==> config.mk <==
export PLATFORM = sky130hd
export DESIGN_NAME = gss_switcher
export DESIGN_NICKNAME = d
export VERILOG_FILES = /design/src/rtl/gss_pkg.sv /design/src/rtl/gss_lag_filter.sv /design/src/rtl/gss_switcher.sv
export SDC_FILE = /design/constraint.sdc
export NUM_CORES = 2
export LEC_CHECK = 0
export BUFFER_PORTS_ARGS = -buffer_cell sky130_fd_sc_hd__buf_4
export CELL_PAD_IN_SITES_DETAIL_PLACEMENT = 1
export CELL_PAD_IN_SITES_GLOBAL_PLACEMENT = 2
export CORE_AREA = 2 2 464 466
export DETAILED_ROUTE_END_ITERATION = 16
export DIE_AREA = 0 0 466 468
export HOLD_SLACK_MARGIN = 0.06
export PLACE_DENSITY = 0.85
export REMOVE_ABC_BUFFERS = 1
export SLEW_MARGIN = 20
export SYNTH_ARGS = -nofsm -noshare
export SYNTH_HDL_FRONTEND = slang
export SYNTH_SLANG_ARGS = --single-unit
==> constraint.sdc <==
create_clock -name clk_in -period 32.7 [get_ports clk_in]
set_input_delay 0 -clock clk_in [delete_from_list [all_inputs] [get_ports clk_in]]
set_output_delay 0 -clock clk_in [all_outputs]
set_load 0.05 [all_outputs]
==> src/rtl/gss_pkg.sv <==
/*
  Shared constants for the gain set switcher: register indices, field
  positions, reset values, switching sources and timing figures.
  Assumes a single 40 MHz clock and a plain strobe-driven register port.
*/
package gss_pkg;

  // Width of one parameter word and of the register index.
  localparam int unsigned DW     = 16;
  localparam int unsigned REG_AW = 5;

  // Number of filtered gains and of directly switched vibration values.
  localparam int unsigned NUM_GAINS = 5;
  localparam int unsigned NUM_VIB   = 8;

  // Register indices; one word per index on the register port.
  localparam logic [4:0] IDX_TUNING    = 5'h00;  // Tuning mode setting.
  localparam logic [4:0] IDX_SELECT    = 5'h01;  // Switch select setting.
  localparam logic [4:0] IDX_LEVEL     = 5'h02;  // Switch level setting.
  localparam logic [4:0] IDX_TIMECONST = 5'h03;  // Filter time constant in ms.
  localparam logic [4:0] IDX_STATUS    = 5'h04;  // Read-only status word.
  localparam logic [4:0] IDX_GAIN_BASE = 5'h05;  // Five before-switching gains.
  localparam logic [4:0] IDX_GAIN_ALT  = 5'h0a;  // Five after-switching gains.
  localparam logic [4:0] IDX_VIB_BASE  = 5'h0f;  // Eight before-switching vib values.
  localparam logic [4:0] IDX_VIB_ALT   = 5'h17;  // Eight after-switching vib values.
  localparam logic [4:0] IDX_LAST      = 5'h1e;  // Highest mapped index.

  // Gain order within the base and alternate groups.
  localparam int unsigned GAIN_INERTIA  = 0;
  localparam int unsigned GAIN_MODEL    = 1;
  localparam int unsigned GAIN_POSITION = 2;
  localparam int unsigned GAIN_SPEED    = 3;
  localparam int unsigned GAIN_INTEGRAL = 4;

  // Tuning mode field and the manual code.
  localparam int unsigned TUNING_LSB    = 0;
  localparam logic [3:0]  TUNING_MANUAL = 4'h3;

  // Switch select: first digit is the source, second digit the polarity.
  localparam int unsigned SEL_SRC_LSB = 0;
  localparam int unsigned SEL_POL_LSB = 4;
  localparam logic [3:0]  POL_ABOVE   = 4'h0;
  localparam logic [3:0]  POL_BELOW   = 4'h1;

  // Status word bit positions.
  localparam int unsigned ST_SWITCH = 0;
  localparam int unsigned ST_VIB    = 1;
  localparam int unsigned ST_MANUAL = 2;

  // Reset value of every writable register.
  localparam logic [15:0] RST_WORD = 16'h0000;

  // Clock rate and the millisecond tick derived from it.
  localparam int unsigned CLK_HZ     = 40_000_000;
  localparam int unsigned TICK_MS    = 1;
  localparam int unsigned MS_PER_S   = 1000;
  localparam int unsigned MS_CYCLES  = CLK_HZ / MS_PER_S * TICK_MS;

  // Switching sources held in the first digit of the select setting.
  typedef enum logic [3:0] {
    SRC_NONE  = 4'b0000,
    SRC_CMD   = 4'b0001,
    SRC_FREQ  = 4'b0010,
    SRC_DROOP = 4'b0011,
    SRC_SPEED = 4'b0100
  } gss_src_t;

endpackage : gss_pkg

==> src/rtl/gss_lag_filter.sv <==
/*
  First-order lag stage that walks one gain toward its target once per
  millisecond tick. Assumes the tick is a one-cycle enable on the same clock.
*/
`timescale 1ns/1ps
module gss_lag_filter #(
  parameter int unsigned W = 16
) (
  // Clock and synchronous-domain reset.
  input  wire logic         clk_in,
  input  wire logic         rst_n_in,
  // Update enable and time constant in ms.
  input  wire logic         tick_in,
  input  wire logic [15:0]  tc_in,
  // Target value and filtered output.
  input  wire logic [W-1:0] target_in,
  output logic      [W-1:0] y_out
);

  // Refuse widths narrower than the time constant, which would cut the step silently.
  if (W < 16 || W > 32) begin : g_bad_width
    $error("W out of range");
  end

  // Signed difference, one bit wider than the data.
  logic signed [W:0] diff_w;
  // Step taken on a tick.
  logic signed [W:0] step_w;

  // Step is the difference divided by the time constant, at least one unit.
  always_comb begin
    diff_w = $signed({1'b0, target_in}) - $signed({1'b0, y_out});
    step_w = diff_w / $signed({1'b0, tc_in});
    if (tc_in == 16'h0000) begin
      // Zero time constant takes the target at once.
      step_w = diff_w;
    end else if (step_w == '0 && diff_w != '0) begin
      // Never stall short of the target.
      step_w = (diff_w < 0) ? -$signed((W+1)'(1)) : $signed((W+1)'(1));
    end
  end

  // Output moves by one step per tick.
  always_ff @(posedge clk_in or negedge rst_n_in) begin
    if (!rst_n_in) begin
      y_out <= '0;
    end else if (tick_in) begin
      y_out <= W'($signed({1'b0, y_out}) + step_w);
    end
  end

endmodule : gss_lag_filter

==> src/rtl/gss_switcher.sv <==
/*
  Gain set switcher: register file, switching condition, vibration value
  latch and five lag filters for the switched gains.
  Assumes measured quantities and motor stop flag come from logic on clk_in,
  while the host switching command arrives on a pin.
*/
// Contract
// Switching only in manual tuning mode.
// Gains follow selected condition and level.
// Condition decoded from select digits one, two.
// Measured quantity compared against level setting.
// Each switched gain passes lag filter.
// Alternate inertia and loop gains replace base.
// Vibration values change only when stopped.
// Vibration and model alternates need host command.
// Host equalises inertia alternates if unchanged.
// Select value 0001 means host command.
// Condition release returns to base through filter.
`timescale 1ns/1ps
module gss_switcher #(
  parameter int unsigned MS_CYCLES = gss_pkg::MS_CYCLES
) (
  // Clock and reset.
  input  wire logic                     clk_in,
  input  wire logic                     arst_n_in,
  // Register port.
  input  wire logic [4:0]               addr_in,
  input  wire logic [15:0]              wr_data_in,
  input  wire logic                     wr_en_in,
  input  wire logic                     rd_en_in,
  output logic      [15:0]              rd_data_out,
  // Switching sources.
  input  wire logic                     host_cmd_in,
  input  wire logic [15:0]              cmd_freq_in,
  input  wire logic [15:0]              droop_in,
  input  wire logic [15:0]              speed_in,
  input  wire logic                     motor_stopped_in,
  // Applied parameters.
  output logic [gss_pkg::NUM_GAINS-1:0][15:0] gains_out,
  output logic [gss_pkg::NUM_VIB-1:0][15:0]   vib_out,
  output logic                          switched_out
);

  // Refuse a tick period the divider cannot count.
  if (MS_CYCLES < 1 || MS_CYCLES > 65536) begin : g_bad_tick
    $error("MS_CYCLES out of range");
  end

  // Reset synchroniser stages.
  logic        rst_meta_q;
  logic        rst_n;
  // Host command synchroniser stages.
  logic        cmd_meta_q;
  logic        cmd_sync_q;
  // Register array; index 4 and 31 are not stored.
  logic [15:0] regs_q [0:31];
  // Millisecond divider and tick.
  logic [15:0] div_q;
  logic        tick_q;
  // Switching state, vibration selection and combinational helpers.
  logic        switch_q;
  logic        vib_sel_q;
  logic        manual_w;
  logic        cond_w;
  logic        src_cmd_w;
  gss_pkg::gss_src_t src_w;
  logic [3:0]  pol_w;
  logic [gss_pkg::NUM_GAINS-1:0][15:0] target_w;
  logic [15:0] vib_q [0:gss_pkg::NUM_VIB-1];

  // Index may be written by software.
  function automatic logic writable(input logic [4:0] idx);
    writable = (idx != gss_pkg::IDX_STATUS) && (idx <= gss_pkg::IDX_LAST);
  endfunction : writable

  // Compare a quantity with the level in the chosen direction.
  function automatic logic level_hit(input logic [15:0] q, input logic [15:0] lvl,
                                     input logic [3:0] pol);
    level_hit = (pol == gss_pkg::POL_BELOW) ? (q < lvl) : (q >= lvl);
  endfunction : level_hit

  // Release reset through two flip-flops.
  always_ff @(posedge clk_in or negedge arst_n_in) begin
    if (!arst_n_in) begin
      rst_meta_q <= 1'b0;
      rst_n      <= 1'b0;
    end else begin
      rst_meta_q <= 1'b1;
      rst_n      <= rst_meta_q;
    end
  end

  // Bring the host command pin into the clock domain.
  always_ff @(posedge clk_in or negedge rst_n) begin
    if (!rst_n) begin
      cmd_meta_q <= 1'b0;
      cmd_sync_q <= 1'b0;
    end else begin
      cmd_meta_q <= host_cmd_in;
      cmd_sync_q <= cmd_meta_q;
    end
  end

  // Store software writes; unmapped and read-only indices are ignored.
  always_ff @(posedge clk_in or negedge rst_n) begin
    if (!rst_n) begin
      for (int i = 0; i < 32; i++) begin
        regs_q[i] <= gss_pkg::RST_WORD;
      end
    end else if (wr_en_in && writable(addr_in)) begin
      regs_q[addr_in] <= wr_data_in;
    end
  end

  // Return read data in the cycle after the read strobe, zero otherwise.
  always_ff @(posedge clk_in or negedge rst_n) begin
    if (!rst_n) begin
      rd_data_out <= 16'h0000;
    end else if (rd_en_in && addr_in == gss_pkg::IDX_STATUS) begin
      rd_data_out <= 16'h0000;
      rd_data_out[gss_pkg::ST_SWITCH] <= switch_q;
      rd_data_out[gss_pkg::ST_VIB]    <= vib_sel_q;
      rd_data_out[gss_pkg::ST_MANUAL] <= manual_w;
    end else if (rd_en_in && writable(addr_in)) begin
      rd_data_out <= regs_q[addr_in];
    end else begin
      rd_data_out <= 16'h0000;
    end
  end

  // Millisecond tick divider paces the lag filters.
  always_ff @(posedge clk_in or negedge rst_n) begin
    if (!rst_n) begin
      div_q  <= 16'h0000;
      tick_q <= 1'b0;
    end else if (div_q == 16'(MS_CYCLES - 1)) begin
      div_q  <= 16'h0000;
      tick_q <= 1'b1;
    end else begin
      div_q  <= div_q + 16'h0001;
      tick_q <= 1'b0;
    end
  end

  // Decode the select digits and evaluate the chosen condition.
  always_comb begin
    manual_w = regs_q[gss_pkg::IDX_TUNING][gss_pkg::TUNING_LSB +: 4]
               == gss_pkg::TUNING_MANUAL;
    src_w    = gss_pkg::gss_src_t'(regs_q[gss_pkg::IDX_SELECT][gss_pkg::SEL_SRC_LSB +: 4]);
    pol_w    = regs_q[gss_pkg::IDX_SELECT][gss_pkg::SEL_POL_LSB +: 4];
    src_cmd_w = (src_w == gss_pkg::SRC_CMD);
    unique case (src_w)
      gss_pkg::SRC_NONE:  cond_w = 1'b0;
      gss_pkg::SRC_CMD:   cond_w = cmd_sync_q;
      gss_pkg::SRC_FREQ:  cond_w = level_hit(cmd_freq_in, regs_q[gss_pkg::IDX_LEVEL], pol_w);
      gss_pkg::SRC_DROOP: cond_w = level_hit(droop_in, regs_q[gss_pkg::IDX_LEVEL], pol_w);
      gss_pkg::SRC_SPEED: cond_w = level_hit(speed_in, regs_q[gss_pkg::IDX_LEVEL], pol_w);
      default:            cond_w = 1'b0;
    endcase
  end

  // Switch state follows the condition, and only in manual mode.
  always_ff @(posedge clk_in or negedge rst_n) begin
    if (!rst_n) begin
      switch_q <= 1'b0;
    end else begin
      switch_q <= manual_w && cond_w;
    end
  end

  // Choose filter targets: alternates while switched (model alternate only under host command), base otherwise.
  always_comb begin
    for (int g = 0; g < int'(gss_pkg::NUM_GAINS); g++) begin
      target_w[g] = switch_q ? regs_q[gss_pkg::IDX_GAIN_ALT + 5'(g)]
                             : regs_q[gss_pkg::IDX_GAIN_BASE + 5'(g)];
    end
    if (!src_cmd_w) begin
      // Model alternate is for host command switching only.
      target_w[gss_pkg::GAIN_MODEL] = regs_q[gss_pkg::IDX_GAIN_BASE
                                             + 5'(gss_pkg::GAIN_MODEL)];
    end
  end

  // One lag stage per switched gain.
  for (genvar g = 0; g < gss_pkg::NUM_GAINS; g++) begin : g_filt
    gss_lag_filter #(.W(16)) u_filt (
      .clk_in    (clk_in),
      .rst_n_in  (rst_n),
      .tick_in   (tick_q),
      .tc_in     (regs_q[gss_pkg::IDX_TIMECONST]),
      .target_in (target_w[g]),
      .y_out     (gains_out[g])
    );
  end

  // Vibration set is taken over only while stopped, under host command.
  always_ff @(posedge clk_in or negedge rst_n) begin
    if (!rst_n) begin
      vib_sel_q <= 1'b0;
    end else if (motor_stopped_in) begin
      vib_sel_q <= switch_q && src_cmd_w;
    end
  end

  // Vibration outputs are registered copies of the selected set.
  always_ff @(posedge clk_in or negedge rst_n) begin
    if (!rst_n) begin
      for (int v = 0; v < int'(gss_pkg::NUM_VIB); v++) begin
        vib_q[v] <= 16'h0000;
      end
    end else begin
      for (int v = 0; v < int'(gss_pkg::NUM_VIB); v++) begin
        vib_q[v] <= vib_sel_q ? regs_q[gss_pkg::IDX_VIB_ALT + 5'(v)]
                              : regs_q[gss_pkg::IDX_VIB_BASE + 5'(v)];
      end
    end
  end

  // Flatten the vibration registers onto the output port.
  always_comb begin
    for (int v = 0; v < int'(gss_pkg::NUM_VIB); v++) begin
      vib_out[v] = vib_q[v];
    end
  end

  // Switch state indicator.
  assign switched_out = switch_q;
endmodule : gss_switcher

==> report_table.html, run 1 <==
<table>
<tr><th>Metric</th><th>Value</th></tr>
<tr><th colspan="2">Run status</th></tr>
<tr><td>Run-stopping error</td><td>[ERROR GRT-0116] Global routing finished with congestion. Check the congestion regions in the DRC Viewer.</td></tr>
<tr><td>Outcome</td><td>did not finish</td></tr>
<tr><td>Last flow stage reached</td><td>5_1_grt</td></tr>
<tr><th colspan="2">Synth</th></tr>
<tr><td>Portion of synthesized cell area occupied by the leading cell type</td><td>0.224</td></tr>
<tr><td>Fraction of synthesis flops using an asynchronous set or reset pin</td><td>1.00</td></tr>
<tr><td>Cell count after synthesis</td><td>9838</td></tr>
<tr><td>Number of storage elements in the synthesis netlist</td><td>759</td></tr>
<tr><td>Number of warnings printed during yosys synthesis</td><td>0</td></tr>
<tr><td>Share of the yosys chip area belonging to registers</td><td>0.224</td></tr>
<tr><td>Cells taking the most area after synthesis</td><td>sky130_fd_sc_hd__dfrtp_1, sky130_fd_sc_hd__ha_1, sky130_fd_sc_hd__mux2_2, sky130_fd_sc_hd__a21oi_1, sky130_fd_sc_hd__xnor2_1</td></tr>
<tr><td>Number of different library cells in the post-synthesis netlist</td><td>123</td></tr>
<tr><td>Post-Syn Area</td><td>0.0847 sq mm</td></tr>
<tr><td>Post-synth EDFFs</td><td>0</td></tr>
<tr><td>Mean cell area of the mapped netlist</td><td>8.61 sq um</td></tr>
<tr><td>Dominant register cell in the synthesized netlist</td><td>sky130_fd_sc_hd__dfrtp_1</td></tr>
<tr><td>Cell type with the largest total area after synthesis</td><td>sky130_fd_sc_hd__dfrtp_1</td></tr>
<tr><th colspan="2">Clock tree</th></tr>
<tr><td>Clock root buffer</td><td>sky130_fd_sc_hd__clkbuf_16</td></tr>
<tr><td>Sinks on the clock net</td><td>759</td></tr>
<tr><td>Clock Path Buffers</td><td>3</td></tr>
<tr><td>Level count of the clock H-tree</td><td>3</td></tr>
<tr><td>Clock buffer count from CTS</td><td>82</td></tr>
<tr><th colspan="2">Die</th></tr>
<tr><td>Vertical die dimension</td><td>468 um</td></tr>
<tr><td>Number of rows created at floorplan</td><td>170</td></tr>
<tr><td>Starting utilization of the core area</td><td>0.397</td></tr>
<tr><td>Count of boundary I/O pins</td><td>300</td></tr>
<tr><td>Die X-Extent</td><td>466 um</td></tr>
<tr><th colspan="2">Global routing</th></tr>
<tr><td>Overall overflow remaining after global route</td><td>11</td></tr>
<tr><td>Via count of the first global-routing pass</td><td>132000</td></tr>
<tr><td>GR Util All Layers</td><td>0.601</td></tr>
<tr><td>Pin count of the biggest net entering global routing</td><td>201</td></tr>
<tr><td>Global-route wire length before repair</td><td>961000 um</td></tr>
<tr><th colspan="2">Placed design</th></tr>
<tr><td>Detailed placer's ending HPWL</td><td>333000 um</td></tr>
<tr><td>GP Congestion</td><td>1.02</td></tr>
<tr><td>Worst slack after detailed placement</td><td>-7.85 ns</td></tr>
<tr><td>Number of buffers inserted by port buffering</td><td>299</td></tr>
</table>
[kinds of logic after synthesis]
group                    synth area share
AO/OA/AOI/OAI                       0.216
XOR/XNOR                           0.0608
adder cells (fa/ha/maj)             0.148
buffers and inverters              0.0357
flip-flops                          0.224
multiplexers                        0.151
other                           0.0000443
AND/OR/NAND/NOR                     0.165
[per-layer routing]
metal	overflow	GRT usage
met3	0	0.445
met5	0	0.316
met2	3	0.779
met4	8	0.576
met1	0	0.586
[synth_stat cells (21+ instances only)]
master,number
sky130_fd_sc_hd__mux2i_1,71
sky130_fd_sc_hd__xnor2_1,370
sky130_fd_sc_hd__nand4_1,101
sky130_fd_sc_hd__a21boi_0,48
sky130_fd_sc_hd__o31ai_1,76
sky130_fd_sc_hd__inv_1,351
sky130_fd_sc_hd__nor3b_1,21
sky130_fd_sc_hd__nand3b_1,22
sky130_fd_sc_hd__a21o_1,244
sky130_fd_sc_hd__a31o_2,25
sky130_fd_sc_hd__nand3_1,203
sky130_fd_sc_hd__a311oi_1,22
sky130_fd_sc_hd__a31oi_1,117
sky130_fd_sc_hd__o21a_1,268
sky130_fd_sc_hd__o31a_1,30
sky130_fd_sc_hd__and3_1,67
sky130_fd_sc_hd__clkbuf_1,363
sky130_fd_sc_hd__mux2_2,813
sky130_fd_sc_hd__a211oi_1,57
sky130_fd_sc_hd__nor2b_1,112
sky130_fd_sc_hd__dfrtp_1,759
sky130_fd_sc_hd__xor2_1,218
sky130_fd_sc_hd__a211o_1,24
sky130_fd_sc_hd__ha_1,985
sky130_fd_sc_hd__o21bai_1,37
sky130_fd_sc_hd__nand2b_1,99
sky130_fd_sc_hd__o221ai_1,22
sky130_fd_sc_hd__mux4_2,128
sky130_fd_sc_hd__o211ai_1,109
sky130_fd_sc_hd__nand2_1,770
sky130_fd_sc_hd__o22ai_1,102
sky130_fd_sc_hd__or3_1,108
sky130_fd_sc_hd__and2_1,78
sky130_fd_sc_hd__or2_2,80
sky130_fd_sc_hd__o21ai_1,27
sky130_fd_sc_hd__a21oi_1,677
sky130_fd_sc_hd__o21ai_0,602
sky130_fd_sc_hd__nor4_1,37
sky130_fd_sc_hd__nor2_1,836
sky130_fd_sc_hd__nor3_1,267
sky130_fd_sc_hd__buf_1,43
[timing repair]
| action | 4_1_cts |
|---|---|
| buffers inserted | 450 |
| hold buffers | 26 |
| gates resized for setup | 1070 |
| hold endpoints to repair | 487 |
| pin swaps | 468 |
| endpoints found under the setup margin | 80 |
| cloned | 7 |
[through the flow]
stage          instances  TNS [ns]   util  cell area (sq um)  hold slack, ns
3_5_place_dp       15800   -399.74  0.532             114000          -0.218
2_1_floorplan       9406   -535.63      -              83000          -0.296
4_1_cts            16400   -117.07  0.585             125000          0.0685
3_3_place_gp       15800   -245.87  0.532             114000          -0.218
==> inputs of run 2 (changes only) <==
--- a/config.mk
+++ b/config.mk
@@ -6,13 +6,10 @@
 export NUM_CORES = 2
 export LEC_CHECK = 0
 export BUFFER_PORTS_ARGS = -buffer_cell sky130_fd_sc_hd__buf_4
-export CELL_PAD_IN_SITES_DETAIL_PLACEMENT = 1
-export CELL_PAD_IN_SITES_GLOBAL_PLACEMENT = 2
-export CORE_AREA = 2 2 464 466
+export CORE_AREA = 2 2 586 588
 export DETAILED_ROUTE_END_ITERATION = 16
-export DIE_AREA = 0 0 466 468
-export HOLD_SLACK_MARGIN = 0.06
-export PLACE_DENSITY = 0.85
+export DIE_AREA = 0 0 588 590
+export PLACE_DENSITY_LB_ADDON = 0.15
 export REMOVE_ABC_BUFFERS = 1
 export SLEW_MARGIN = 20
 export SYNTH_ARGS = -nofsm -noshare
==> report_table.html, run 2 <==
<table>
<tr><th>Metric</th><th>Value</th></tr>
<tr><th colspan="2">Run status</th></tr>
<tr><td>Outcome</td><td>finished, violations left</td></tr>
<tr><td>Failing checks</td><td>setup timing</td></tr>
<tr><th colspan="2">Synth</th></tr>
<tr><td>Cell count after synthesis</td><td>9838</td></tr>
<tr><td>Number of warnings printed during yosys synthesis</td><td>0</td></tr>
<tr><td>Cell type with the largest total area after synthesis</td><td>sky130_fd_sc_hd__dfrtp_1</td></tr>
<tr><td>Commonest cells in the netlist</td><td>sky130_fd_sc_hd__ha_1, sky130_fd_sc_hd__nor2_1, sky130_fd_sc_hd__mux2_2</td></tr>
<tr><td>Cells taking the most area after synthesis</td><td>sky130_fd_sc_hd__dfrtp_1, sky130_fd_sc_hd__ha_1, sky130_fd_sc_hd__mux2_2, sky130_fd_sc_hd__a21oi_1, sky130_fd_sc_hd__xnor2_1</td></tr>
<tr><td>Dominant register cell in the synthesized netlist</td><td>sky130_fd_sc_hd__dfrtp_1</td></tr>
<tr><td>Share of the yosys chip area belonging to registers</td><td>0.224</td></tr>
<tr><td>Mean cell area of the mapped netlist</td><td>8.61 sq um</td></tr>
<tr><td>Portion of synthesized cell area occupied by the leading cell type</td><td>0.224</td></tr>
<tr><td>Most repeated cell in the gate-level netlist after synthesis</td><td>sky130_fd_sc_hd__ha_1</td></tr>
<tr><td>Post-Syn Area</td><td>0.0847 sq mm</td></tr>
<tr><td>Fraction of synthesis flops using an asynchronous set or reset pin</td><td>1.00</td></tr>
<tr><td>Number of different library cells in the post-synthesis netlist</td><td>123</td></tr>
<tr><td>Post-synth EDFFs</td><td>0</td></tr>
<tr><td>Number of storage elements in the synthesis netlist</td><td>759</td></tr>
<tr><th colspan="2">Placed design</th></tr>
<tr><td>Cell Area, Placed</td><td>0.117 sq mm</td></tr>
<tr><td>Detailed placer's ending HPWL</td><td>328000 um</td></tr>
<tr><td>Number of buffers inserted by port buffering</td><td>299</td></tr>
<tr><td>GP Congestion</td><td>0.909</td></tr>
<tr><td>Worst slack after detailed placement</td><td>-8.07 ns</td></tr>
<tr><th colspan="2">Pwr</th></tr>
<tr><td>Switching Share</td><td>0.446</td></tr>
<tr><td>Fraction of power consumed by combinational cells</td><td>0.855</td></tr>
<tr><td>Sequential fraction of design power</td><td>0.079</td></tr>
<tr><td>Clock network power share</td><td>0.066</td></tr>
<tr><td>Leakage dissipation</td><td>61.9 nW</td></tr>
<tr><td>Pint</td><td>0.00848 W</td></tr>
<tr><td>Maximum resistive drop on vdd</td><td>0.0722 mV</td></tr>
<tr><td>Power Density</td><td>115 mW/mm^2</td></tr>
<tr><td>P_sw</td><td>0.00681 W</td></tr>
<tr><th colspan="2">Drt</th></tr>
<tr><td>WL per Instance</td><td>22.9 um</td></tr>
<tr><td>Initial drt markers</td><td>5872</td></tr>
<tr><td>DR vias/cell</td><td>5.07</td></tr>
<tr><td>Count of vias placed by the detailed router</td><td>93600</td></tr>
<tr><td>Number of iterations in the first detailed-routing pass</td><td>5</td></tr>
<tr><td>DRT Wirelength</td><td>422000 um</td></tr>
<tr><td>Post-DRT Antenna Nets</td><td>0</td></tr>
<tr><td>DRC violation count after routing</td><td>0</td></tr>
<tr><th colspan="2">Global routing</th></tr>
<tr><td>Overall overflow remaining after global route</td><td>0</td></tr>
<tr><td>GR Util All Layers</td><td>0.232</td></tr>
<tr><td>Most crowded layer after global routing</td><td>met2</td></tr>
<tr><td>Fraction of met2 tracks used by global routing</td><td>0.384</td></tr>
<tr><td>Global-route wire length before repair</td><td>611000 um</td></tr>
<tr><td>Pin count of the biggest net entering global routing</td><td>162</td></tr>
<tr><td>Via count of the first global-routing pass</td><td>93600</td></tr>
<tr><td>Met1 demand-to-capacity share in global routing</td><td>0.319</td></tr>
<tr><td>Met3 Track Usage GR</td><td>0.0189</td></tr>
<tr><td>Initial antenna violation count</td><td>21</td></tr>
<tr><th colspan="2">Clock tree</th></tr>
<tr><td>Level count of the clock H-tree</td><td>3</td></tr>
<tr><td>Clock-pin slew on the worst setup and hold paths</td><td>0.06 ns</td></tr>
<tr><td>Clock Latency Late Sink</td><td>0.74 ns</td></tr>
<tr><td>Clock root buffer</td><td>sky130_fd_sc_hd__clkbuf_16</td></tr>
<tr><td>TritonCTS clock tree</td><td>done</td></tr>
<tr><td>Clock Path Buffers</td><td>3</td></tr>
<tr><td>Sinks on the clock net</td><td>759</td></tr>
<tr><td>Clock buffer count from CTS</td><td>85</td></tr>
<tr><th colspan="2">Finish</th></tr>
<tr><td>Max reg flops</td><td>508</td></tr>
<tr><td>Synthesis-to-finish area growth</td><td>57.6%</td></tr>
<tr><td>Share of cells above drive strength 1</td><td>0.490</td></tr>
<tr><td>Design area</td><td>0.133 sq mm</td></tr>
<tr><td>Share of the core filled with cells</td><td>0.391</td></tr>
<tr><td>Area of all sequential standard cells</td><td>0.0190 sq mm</td></tr>
<tr><td>Leading cell type in the layout, fill and taps excluded</td><td>sky130_fd_sc_hd__buf_4</td></tr>
<tr><td>Area of the multi-input gates</td><td>0.0709 sq mm</td></tr>
<tr><td>Reg with most FFs</td><td>regs_q</td></tr>
<tr><td>Filler Cell Count</td><td>34600</td></tr>
<tr><td>Top library cells by usage in the layout, fill and taps aside</td><td>sky130_fd_sc_hd__buf_4, sky130_fd_sc_hd__ha_1, sky130_fd_sc_hd__mux2_2</td></tr>
<tr><td>Number of nets in the layout</td><td>14900</td></tr>
<tr><th colspan="2">Timing</th></tr>
<tr><td>Final slew viol count</td><td>0</td></tr>
<tr><td>Number of hold-slack violations in the final timing report</td><td>0</td></tr>
<tr><td>Worst setup slack after layout</td><td>-2.44 ns</td></tr>
<tr><td>Actual slew at the worst max-slew pin</td><td>1.12 ns</td></tr>
<tr><td>Setup clock skew after layout</td><td>0.0623 ns</td></tr>
<tr><td>Number of endpoints failing setup at the final stage</td><td>70</td></tr>
<tr><td>RSZ-0062 raised after global routing</td><td>true</td></tr>
<tr><td>Slew headroom</td><td>0.249</td></tr>
<tr><td>Tmin final</td><td>35.14 ns</td></tr>
<tr><td>Achievable Freq</td><td>28.5 MHz</td></tr>
<tr><td>Ratio of final minimum period to clock period</td><td>1.07</td></tr>
<tr><th colspan="2">Setup path</th></tr>
<tr><td>CP max stage cell</td><td>sky130_fd_sc_hd__or4_4</td></tr>
<tr><td>Crit. End Element</td><td>flop</td></tr>
<tr><td>Req. time, crit path</td><td>33.27 ns</td></tr>
<tr><td>Critical Path AT</td><td>35.72 ns</td></tr>
<tr><td>CP most frequent cell</td><td>sky130_fd_sc_hd__buf_4</td></tr>
<tr><td>Type of the worst setup path</td><td>flop to flop</td></tr>
<tr><td>Worst stage delay on the critical path</td><td>0.57 ns</td></tr>
<tr><td>Maximum fanout along the worst path</td><td>8</td></tr>
<tr><td>Critical Path Source Type</td><td>flop</td></tr>
<tr><th colspan="2">Die</th></tr>
<tr><td>Count of boundary I/O pins</td><td>300</td></tr>
<tr><td>Area of the die</td><td>0.347 sq mm</td></tr>
<tr><td>Area of the placeable core</td><td>0.341 sq mm</td></tr>
<tr><td>Die X-Extent</td><td>588 um</td></tr>
<tr><td>Vertical die dimension</td><td>590 um</td></tr>
<tr><td>Number of rows created at floorplan</td><td>215</td></tr>
<tr><td>Starting utilization of the core area</td><td>0.248</td></tr>
<tr><th colspan="2">Run</th></tr>
<tr><td>MaxCap Viol Count</td><td>0</td></tr>
<tr><th colspan="2">Worst hold path</th></tr>
<tr><td>Type of the worst min-delay path</td><td>primary input to flop</td></tr>
</table>
==> run 2: cell counts after synthesis <==
Identical to the previous run, type by type.
==> run 2: layout make-up <==
class | count | share of cell area
repair buffers | 4346 | 0.252
clock inverters | 31 | 0.00333
clock buffers | 122 | 0.0181
flip-flops and latches | 759 | 0.142
diodes | 5 | 0.0000938
well taps | 4557 | 0.0427
inverters | 355 | 0.0101
multi-input cells | 8293 | 0.532
==> run 2: power by group through the flow <==
stage | registers, W | clock network, W | logic (W)
2_1_floorplan | 0.00131 | 0 | 0.00571
3_3_place_gp | 0.00121 | 0 | 0.0108
3_5_place_dp | 0.00121 | 0 | 0.0109
4_1_cts | 0.00120 | 0.00104 | 0.0120
5_1_grt | 0.00122 | 0.00107 | 0.0142
6_report | 0.00120 | 0.00101 | 0.0131
==> run 2: what timing repair did <==
action,in CTS,in global routing
hold buffers,27,0
setup buffers,308,247
pin swaps,378,698
endpoints found under the hold margin,500,0
gates resized for setup,884,1000
cloned,8,4
endpoints found under the setup margin,80,80
==> run 2: cells by family (layout without fill, tap and decap cells) <==
family,after synthesis,after routing,share of synthesized area
buffers and inverters,787,4854,0.0357
xor gates and xnor gates,588,588,0.0608
DFF,759,759,0.224
and+or+nand+nor,2908,2908,0.165
AOI/OAI and AO/OA,2788,2789,0.216
other,1,6,0.0000443
adders and majority gates,995,995,0.148
muxes,1012,1012,0.151
==> run 2: final timing paths <==
| kind | startpoint | endpoint | slack, ns | depth (start not counted) |
|---|---|---|---|---|
| worst min-delay path | wr_en_in | regs_q[162] | 0.15 | 4 |
| max in group asynchronous | rst_n | regs_q[42] | 27.51 | 6 |
| min in group asynchronous | arst_n_in | rst_meta_q | 0.16 | 3 |
| worst min register to register | cmd_meta_q | cmd_sync_q | 0.35 | 0 |
| worst max register to register | switched_out | g_filt[2].u_filt.y_out[9] | -2.44 | 201 |
| worst max-delay path | switched_out | g_filt[2].u_filt.y_out[9] | -2.44 | 201 |
==> run 2: worst max-delay path, delay by kind of cell (launching register included) <==
| family | cells | cell delay, ns |
|---|---|---|
| multiplexers | 2 | 0.64 |
| buffers and inverters | 48 | 6.34 |
| AO/OA/AOI/OAI | 82 | 15.56 |
| flip-flops | 1 | 0.49 |
| XOR/XNOR | 1 | 0.12 |
| adder cells (fa/ha/maj) | 20 | 4.95 |
| AND/OR/NAND/NOR | 48 | 6.87 |
==> run 2: routing by layer <==
metal / share of wire / wire [um] / up-vias
met2: 0.46 / 196000 / 1969
met5: 0.000054 / 23 / -
li1: - / - / 44600
met3: 0.038 / 16000 / 446
met1: 0.46 / 196000 / 46500
met4: 0.036 / 15000 / 4
==> run 2: stage by stage <==
stage | hold WS (ns) | std cells | TNS, ns | power [W]
floorplan | -0.296 | 9406 | -535.63 | 0.00702
global placement | -0.217 | 17700 | -370.11 | 0.0120
detailed placement | -0.217 | 17700 | -392.73 | 0.0121
CTS | 0.0929 | 18200 | -104.18 | 0.0142
global route | 0.160 | 18500 | -205.70 | 0.0165
finish | 0.150 | 18500 | -81.10 | 0.0153
(Power assumes the default switching activity.)
